$ cat src/rtl/bcr_pkg.sv
package bcr_pkg;

  // Command codes
  localparam logic [7:0] CMD_READ_SETTING = 8'h54;
  localparam logic [7:0] CMD_WRITE_MODE   = 8'h55;
  localparam logic [7:0] CMD_READ_MODE    = 8'h56;
  localparam logic [7:0] CMD_RESET_VALUE  = 8'h00;

  // Setting and mode byte field positions
  localparam int unsigned BIT_BLOCK_ON  = 5;
  localparam int unsigned BIT_DIMMING   = 3;
  localparam int unsigned BIT_BACKLIGHT = 2;
  localparam int unsigned MODE_LSB      = 0;
  localparam int unsigned MODE_MSB      = 1;

  // Reset and fixed values
  localparam logic       SETTING_BIT_RESET = 1'b0;
  localparam logic [7:0] DUMMY_BYTE        = 8'h00;
  localparam logic [7:0] BRIGHTNESS_MIN    = 8'h00;
  localparam logic [7:0] BRIGHTNESS_MAX    = 8'hFF;

  // Pin bundle layout after synchronising
  localparam int unsigned PIN_W     = 11;
  localparam int unsigned PIN_DCX   = 10;
  localparam int unsigned PIN_RD_N  = 9;
  localparam int unsigned PIN_WR_N  = 8;
  localparam logic [PIN_W-1:0] PIN_IDLE = 11'h700;

  // Dimming ramp step time
  localparam int unsigned CLK_PERIOD_NS    = 40;
  localparam int unsigned RAMP_STEP_NS     = 100000;
  localparam int unsigned RAMP_STEP_CYCLES = RAMP_STEP_NS / CLK_PERIOD_NS;
  localparam logic [11:0] RAMP_DIV_LAST    = 12'(RAMP_STEP_CYCLES - 1);

  // Four content adaptive modes
  typedef enum logic [1:0] {
    BCR_MODE_OFF    = 2'b00,
    BCR_MODE_UI     = 2'b01,
    BCR_MODE_STILL  = 2'b10,
    BCR_MODE_MOVING = 2'b11
  } bcr_mode_e;

endpackage

$ cat src/rtl/bcr_dimmer.sv
`timescale 1ns/1ps
module bcr_dimmer
  import bcr_pkg::*;
(
  // Clock and reset
  input  wire logic       i_sys_clk,
  input  wire logic       i_rst,
  // Control
  input  wire logic       i_dimming,
  input  wire logic [7:0] i_target,
  // Level
  output logic [7:0]      o_level
);
  import bcr_pkg::*;

  logic [11:0] div_cnt;
  logic [11:0] next_div_cnt;
  logic        tick;
  logic [7:0]  next_level;

  always_comb begin
    tick         = (div_cnt == RAMP_DIV_LAST);
    next_div_cnt = tick ? 12'h000 : 12'(div_cnt + 12'h001);
    next_level   = o_level;
    // Without dimming the level snaps; with it, one step per tick (monotonic scale)
    if (!i_dimming) begin
      next_level = i_target;
    end else if (tick && (o_level < i_target)) begin
      next_level = 8'(o_level + 8'h01);
    end else if (tick && (o_level > i_target)) begin
      next_level = 8'(o_level - 8'h01);
    end
  end

  always_ff @(posedge i_sys_clk) begin
    if (i_rst) begin
      div_cnt <= 12'h000;
      o_level <= BRIGHTNESS_MIN;
    end else begin
      div_cnt <= next_div_cnt;
      o_level <= next_level;
    end
  end

  snap_level_a: assert property (@(posedge i_sys_clk) disable iff (i_rst)
    !i_dimming |=> o_level == $past(i_target))
    else $error("level did not follow target with dimming off");

  ramp_step_a: assert property (@(posedge i_sys_clk) disable iff (i_rst)
    (i_dimming && tick && o_level < i_target) |=> o_level == 8'($past(o_level) + 8'h01))
    else $error("ramp up step wrong");

  ramp_hold_a: assert property (@(posedge i_sys_clk) disable iff (i_rst)
    (i_dimming && !tick) |=> $stable(o_level))
    else $error("level moved between ramp ticks");

endmodule

$ cat src/rtl/bcr_regs.sv
`timescale 1ns/1ps
// Contract
// - Command 54h requests the brightness setting, answered on following reads.
// - Block-on bit at D5, other unlabelled bits zero; off forces brightness 00h.
// - Dimming bit reported at D3; 1 enables dimming.
// - Backlight bit at D2; 0 switches backlight off, control lines low.
// - Parallel reads return a dummy first, then repeat the second value.
// - On the serial link mode the dummy byte is skipped.
// - Block-on, dimming and backlight clear on power-on, software and hardware reset.
// - Command 55h plus one parameter stores the mode from D1:D0.
// - The two-bit mode selects one of four adaptive modes.
// - Adaptive mode resets to zero on every reset.
// - Command 56h reads dummy, then the mode in D1:D0, rest zero.
// - All three commands work in every display, idle and sleep state.
// - With dimming, block-on changes ramp; backlight off acts at once.
// - Brightness scale is monotonic, 00h lowest, FFh highest.
module bcr_regs
  import bcr_pkg::*;
(
  // Clock and reset
  input  wire logic       i_sys_clk,
  input  wire logic       i_rst,
  // Command bus pins
  input  wire logic       i_data_command_select,
  input  wire logic       i_read_strobe_n,
  input  wire logic       i_write_strobe_n,
  input  wire logic [7:0] i_data,
  output logic [7:0]      o_data,
  output logic            o_data_oe,
  // Device-level control
  input  wire logic       i_dsi_mode,
  input  wire logic       i_soft_reset,
  input  wire logic       i_setting_wr,
  input  wire logic [7:0] i_setting_data,
  input  wire logic [7:0] i_brightness_value,
  // Brightness outputs
  output logic            o_brightness_block_on,
  output logic            o_dimming_on,
  output logic            o_backlight_on,
  output logic [1:0]      o_content_adaptive_brightness,
  output logic [7:0]      o_brightness
);
  import bcr_pkg::*;

  logic [PIN_W-1:0] pin_meta;
  logic [PIN_W-1:0] pin_sync;
  logic             rd_prev;
  logic             wr_prev;
  logic [7:0]       cmd;
  logic             rd_seen;
  logic             block_on;
  logic             dimming;
  logic             backlight;
  bcr_mode_e        mode;
  logic [7:0]       ramp_level;

  logic             wr_rise;
  logic             rd_rise;
  logic             dcx;
  logic [7:0]       bus_data;
  logic [7:0]       setting_byte;
  logic [7:0]       mode_byte;
  logic [7:0]       ramp_target;
  logic [7:0]       next_cmd;
  logic             next_rd_seen;
  logic             next_block_on;
  logic             next_dimming;
  logic             next_backlight;
  bcr_mode_e        next_mode;
  logic [7:0]       next_data;
  logic             next_data_oe;
  logic [7:0]       next_brightness;

  // Pins come from the host's domain; only the second stage is read
  always_ff @(posedge i_sys_clk) begin
    if (i_rst) begin
      pin_meta <= PIN_IDLE;
      pin_sync <= PIN_IDLE;
      rd_prev  <= 1'b1;
      wr_prev  <= 1'b1;
    end else begin
      pin_meta <= {i_data_command_select, i_read_strobe_n, i_write_strobe_n, i_data};
      pin_sync <= pin_meta;
      rd_prev  <= pin_sync[PIN_RD_N];
      wr_prev  <= pin_sync[PIN_WR_N];
    end
  end

  always_comb begin
    dcx      = pin_sync[PIN_DCX];
    bus_data = pin_sync[7:0];
    wr_rise  = pin_sync[PIN_WR_N] & ~wr_prev;
    rd_rise  = pin_sync[PIN_RD_N] & ~rd_prev;
    setting_byte                = 8'h00;
    setting_byte[BIT_BLOCK_ON]  = block_on;
    setting_byte[BIT_DIMMING]   = dimming;
    setting_byte[BIT_BACKLIGHT] = backlight;
    mode_byte                   = 8'h00;
    mode_byte[MODE_MSB:MODE_LSB] = mode;
  end

  // No power-state gating: commands are taken in every display state
  always_comb begin
    next_cmd       = cmd;
    next_rd_seen   = rd_seen;
    next_block_on  = block_on;
    next_dimming   = dimming;
    next_backlight = backlight;
    next_mode      = mode;
    if (wr_rise && !dcx) begin
      next_cmd     = bus_data;
      next_rd_seen = 1'b0;
    end else if (wr_rise && dcx && cmd == CMD_WRITE_MODE) begin
      next_mode = bcr_mode_e'(bus_data[MODE_MSB:MODE_LSB]);
    end
    if (rd_rise && dcx) begin
      next_rd_seen = 1'b1;
    end
    if (i_setting_wr) begin
      next_block_on  = i_setting_data[BIT_BLOCK_ON];
      next_dimming   = i_setting_data[BIT_DIMMING];
      next_backlight = i_setting_data[BIT_BACKLIGHT];
    end
    if (i_soft_reset) begin
      next_block_on  = SETTING_BIT_RESET;
      next_dimming   = SETTING_BIT_RESET;
      next_backlight = SETTING_BIT_RESET;
      next_mode      = BCR_MODE_OFF;
    end
  end

  always_ff @(posedge i_sys_clk) begin
    if (i_rst) begin
      cmd       <= CMD_RESET_VALUE;
      rd_seen   <= 1'b0;
      block_on  <= SETTING_BIT_RESET;
      dimming   <= SETTING_BIT_RESET;
      backlight <= SETTING_BIT_RESET;
      mode      <= BCR_MODE_OFF;
    end else begin
      cmd       <= next_cmd;
      rd_seen   <= next_rd_seen;
      block_on  <= next_block_on;
      dimming   <= next_dimming;
      backlight <= next_backlight;
      mode      <= next_mode;
    end
  end

  // Read answer: dummy first on the parallel bus, then the value until the next command byte
  always_comb begin
    next_data_oe = dcx && !pin_sync[PIN_RD_N]
                   && (cmd == CMD_READ_SETTING || cmd == CMD_READ_MODE);
    if (!rd_seen && !i_dsi_mode) begin
      next_data = DUMMY_BYTE;
    end else if (cmd == CMD_READ_SETTING) begin
      next_data = setting_byte;
    end else if (cmd == CMD_READ_MODE) begin
      next_data = mode_byte;
    end else begin
      next_data = DUMMY_BYTE;
    end
  end

  // Block off aims the ramp at zero; backlight off bypasses the ramp entirely
  always_comb begin
    ramp_target     = block_on ? i_brightness_value : BRIGHTNESS_MIN;
    next_brightness = backlight ? ramp_level : BRIGHTNESS_MIN;
  end

  bcr_dimmer u_dimmer (
    .i_sys_clk (i_sys_clk),
    .i_rst     (i_rst),
    .i_dimming (dimming),
    .i_target  (ramp_target),
    .o_level   (ramp_level)
  );

  always_ff @(posedge i_sys_clk) begin
    if (i_rst) begin
      o_data                        <= DUMMY_BYTE;
      o_data_oe                     <= 1'b0;
      o_brightness_block_on         <= SETTING_BIT_RESET;
      o_dimming_on                  <= SETTING_BIT_RESET;
      o_backlight_on                <= SETTING_BIT_RESET;
      o_content_adaptive_brightness <= BCR_MODE_OFF;
      o_brightness                  <= BRIGHTNESS_MIN;
    end else begin
      o_data                        <= next_data;
      o_data_oe                     <= next_data_oe;
      o_brightness_block_on         <= block_on;
      o_dimming_on                  <= dimming;
      o_backlight_on                <= backlight;
      o_content_adaptive_brightness <= mode;
      o_brightness                  <= next_brightness;
    end
  end

  cmd_decode_a: assert property (@(posedge i_sys_clk) disable iff (i_rst)
    (wr_rise && !dcx) |=> cmd == $past(bus_data))
    else $error("command byte not latched");

  dummy_first_a: assert property (@(posedge i_sys_clk) disable iff (i_rst)
    (!rd_seen && !i_dsi_mode) |=> o_data == DUMMY_BYTE)
    else $error("first parallel read not dummy");

  setting_read_a: assert property (@(posedge i_sys_clk) disable iff (i_rst)
    (rd_seen && cmd == CMD_READ_SETTING) |=>
      o_data == {2'b00, $past(block_on), 1'b0, $past(dimming), $past(backlight), 2'b00})
    else $error("setting byte wrong");

  dsi_skip_a: assert property (@(posedge i_sys_clk) disable iff (i_rst)
    (i_dsi_mode && cmd == CMD_READ_MODE) |=> o_data == {6'h00, 2'($past(mode))})
    else $error("serial link read returned dummy");

  mode_write_a: assert property (@(posedge i_sys_clk) disable iff (i_rst)
    (wr_rise && dcx && cmd == CMD_WRITE_MODE && !i_soft_reset) |=>
      mode == bcr_mode_e'($past(bus_data[1:0])))
    else $error("mode not stored");

  soft_clear_a: assert property (@(posedge i_sys_clk) disable iff (i_rst)
    i_soft_reset |=> (!block_on && !dimming && !backlight && mode == BCR_MODE_OFF) ##1
      (!o_brightness_block_on && !o_backlight_on && o_content_adaptive_brightness == 2'b00))
    else $error("software reset did not clear settings");

  backlight_off_a: assert property (@(posedge i_sys_clk) disable iff (i_rst)
    $fell(backlight) |=> (!o_backlight_on && o_brightness == BRIGHTNESS_MIN))
    else $error("backlight not switched off at once");

  read_drive_a: assert property (@(posedge i_sys_clk) disable iff (i_rst)
    (dcx && !pin_sync[PIN_RD_N] && cmd == CMD_READ_MODE) |=> o_data_oe && o_data[7:2] == 6'h00)
    else $error("mode read not driven or upper bits set");

endmodule

$ cat config.mk
export PLATFORM = sky130hd
export DESIGN_NAME = bcr_regs
export DESIGN_NICKNAME = d
export VERILOG_FILES = /design/src/rtl/bcr_pkg.sv /design/src/rtl/bcr_dimmer.sv /design/src/rtl/bcr_regs.sv
export SDC_FILE = /design/constraint.sdc
export NUM_CORES = 1
export LEC_CHECK = 0
export ABC_AREA = 1
export BUFFER_PORTS_ARGS = -buffer_cell sky130_fd_sc_hd__buf_2
export CAP_MARGIN = 15
export CORE_UTILIZATION = 40
export CTS_CLUSTER_DIAMETER = 40
export DETAILED_ROUTE_END_ITERATION = 8
export PLACE_DENSITY_LB_ADDON = 0.25
export SYNTH_ARGS = -nofsm -noshare
export SYNTH_HDL_FRONTEND = slang
export SYNTH_SLANG_ARGS = --single-unit
$ cat constraint.sdc
create_clock -name i_sys_clk -period 2.35 [get_ports i_sys_clk]
set_clock_uncertainty 0.1 [all_clocks]
set_input_delay 0.3525 -clock i_sys_clk [delete_from_list [all_inputs] [get_ports i_sys_clk]]
set_output_delay 0.3525 -clock i_sys_clk [all_outputs]
set_load 0.01 [all_outputs]
==> flow_metrics.tcl <==
set metrics [dict create \
    yosysTopAreaCellShare_pct 48.20 \
    synthFlopType "dfxtp_1" \
    clockBufferDepth 2 \
    place_area_um2 3911 \
    regArea_um2 1545 \
    cts_made_buffers 9 \
    top_layer_used "met4" \
    synth_most_common_cell "dfxtp_1" \
    end_kind "register" \
    vdd_drop_max_mv 0.2769 \
    ios 54 \
    area_growth_pct 34.82 \
    drc 0 \
    multi_input_area_um2 1620 \
    grt_antenna_before_repair 0 \
    clkSinkCount 77 \
    violations "negative setup slack" \
    wl_met1_mm 3.094 \
    hold_ws_ps 87.41 \
    outcome "complete, but fails checks" \
    grt_max_degree 28 \
    min_from "i_data_command_select" \
    yosysTopAreaCell "dfxtp_1" \
    grt_usage_pct 16.68 \
    htree_levels 3 \
    yosys_warnings 0 \
    reg2reg_depth 18 \
    reg2reg_to "u_dimmer.o_level[6]" \
    synth_cell_types 36 \
    rows 32 \
    hpwlAfterDp_mm 4.758 \
    cts.reportedPaths.clkPinSlew_ps 80 \
    n_fill_cell 721 \
    overflow 0 \
    min_path_cells 2 \
    pre_cts_ws_ps -284.2 \
    critPathKind "reg -> reg" \
    maxSlewViolCount 0 \
    die_area_um2 8357 \
    vias_per_cell 4.590 \
    synth_area_um2 3198 \
    antennaDiodeCount 0 \
    syn_avg_cell_area_um2 7.955 \
    setup_viol 7 \
    drtPass1Iterations 4 \
    routabilityCongestion 0.9002 \
    p_leak_nw 1.922 \
    path_max_fanout 4 \
    ant_nets 0 \
    cts_tree "done" \
    wl_mm 6.661 \
    ys_async_sr_fraction_pct 0 \
    rsz0062_at_grt "yes" \
    final-hold-violation-count 0 \
    core_area_um2 7727 \
    setup_ws_ps -224.6 \
    synth_area_leaders "dfxtp_1 (48%), nor2_1 (7.3%), inv_1 (7.2%)" \
    start_util_pct 41.39 \
    p_per_area_nw_per_um2 623.4 \
    wl_met3_um 305 \
    io_buffers 45 \
    drive_above_1_share_pct 33.40 \
    relSlewSlack_pct 66.31 \
    period_needed_ps 2575 \
    required_ps 2460 \
    fin_crit_sh_pct 109.6 \
    maxCapViolCount 0 \
    routedWlPerCell_um 11.06 \
    vias 2763 \
    syn_inst 402 \
    yosysSeqAreaShare_pct 48.20 \
    cp.arrival_ps 2690 \
    regToRegSetupSlack_ps -220 \
    totalPowerFinal_mw 2.688 \
    grt_pass1_vias 2523 \
    worstMarginPinSlew_ps 505.3 \
    grt_pass1_wl_mm 10.94 \
    drtIter0Drc 114 \
    clockRootBuffer "clkbuf_8" \
    final_cell_area_um2 4312 \
    min_to "pin_meta[10]" \
    hold_path.class "in -> reg" \
    die_y_um 91.42 \
    critPathLaunchType "register" \
    met2WireLength_mm 3.077 \
    die_w_um 91.42 \
    yosys-top-cells-count "dfxtp_1 (77), nor2_1 (62), inv_1 (61), nand2_1 (56), a21oi_1 (33)" \
    reg2reg_from "block_on" \
    insertion_delay_ps 350 \
    nNetsFinal 545 \
    fmax_ghz 0.3884 \
    synth-seq-cells 77 \
    synth_edf_count 0 \
]
[through the flow]
step	instances	TNS, ps	utilization (%)
6_report	602	-1096	55.80
5_1_grt	602	-1976	55.80
4_1_cts	601	-1118	54.71
3_5_place_dp	579	-1392	50.62
3_3_place_gp	579	-1316	50.62
2_1_floorplan	404	-84.00	-
[flip-flops by register name, indices dropped and copies added, names as in the netlist, 2 cells and up]
signal	cells
u_dimmer.div_cnt	12
pin_meta	11
pin_sync	11
cmd	8
o_brightness	8
u_dimmer.o_level	8
o_data	5
mode	2
o_content_adaptive_brightness	2
[layout make-up]
type                    count  share of cell area [%]
clock buffers               9                   2.873
clock inverters             6                   1.480
inverters                  66                   5.862
multi-input cells         252                   37.58
flip-flops and latches     77                   35.84
well taps                 102                   2.960
repair buffers             90                   13.41
[critical path, cell delays in order (launching register included)]
cell and delay (ps):
dfxtp_4 380, buf_4 120, nand2_1 70, ha_1 270, nand2_1 80, inv_1 60
nand2_1 90, nand2_2 70, nand2_4 120, nand2_4 80, ha_1 300, nand2_1 90
inv_1 50, nand4_1 60, o211ai_1 110, a21oi_1 150, o21ai_0 100, nand3_1 90
a21oi_2 50
[cells in the final DEF, fill, tap and decap left out, drive strengths merged]
cell type,synthesis,routed
a211oi,3,3
a21o,1,1
a21oi,35,35
a31oi,2,2
buf,6,90
bufinv,0,1
clkbuf,4,9
clkinv,0,2
clkinvlp,0,2
conb,1,3
dfxtp,77,77
fa,1,1
ha,16,16
inv,66,67
nand2,58,59
nand3,16,16
nand4,7,7
nor2,65,65
nor3,4,4
nor3b,1,1
nor4,2,2
o211ai,1,1
o21ai,20,20
o22ai,1,1
o31ai,1,1
or2,9,9
xor2,5,5
[power breakdown]
| group | switching [mW] | leakage (nW) | internal, mW |
|---|---|---|---|
| Combinational | 0.199 | 1.20 | 0.177 |
| Clock | 0.473 | 0.0915 | 0.484 |
| Sequential | 0.0159 | 0.628 | 1.34 |
[cell families (layout without fill, tap and decap cells)]
kind of cell | count (synthesis) | after routing | synth area share [%]
xor+xnor | 5 | 5 | 1.369
simple gates | 162 | 163 | 22.65
other cells | 1 | 3 | 0.1173
buf+inv | 76 | 171 | 9.937
compound gates | 64 | 64 | 10.84
fa+ha+maj | 17 | 17 | 6.886
flops | 77 | 77 | 48.20
[layer usage]
metal	global-route usage, %	up-vias
met1	20.40	1223
li1	-	1452
met4	8.995	0
met3	4.104	18
met2	26.88	70
met5	0	-
[worst max path at each step]
stage | startpoint | end | depth (start not counted)
finish | block_on | u_dimmer.o_level[6] | 18
global route | block_on | u_dimmer.o_level[5] | 17
CTS | block_on | u_dimmer.o_level[5] | 17
detailed placement | block_on | u_dimmer.o_level[4] | 17
global placement | i_brightness_value[3] | u_dimmer.o_level[4] | 15
floorplan | block_on | u_dimmer.o_level[5] | 17
[timing repair]
action,4_1_cts,5_1_grt
resized for setup,19,18
hold buffers,0,0
hold endpoints to repair,0,0
gates cloned,1,0
endpoints found under the setup margin,7,7
pin swaps,21,15
setup buffers,6,2
No activity file was read; power rests on OpenSTA's default activity.
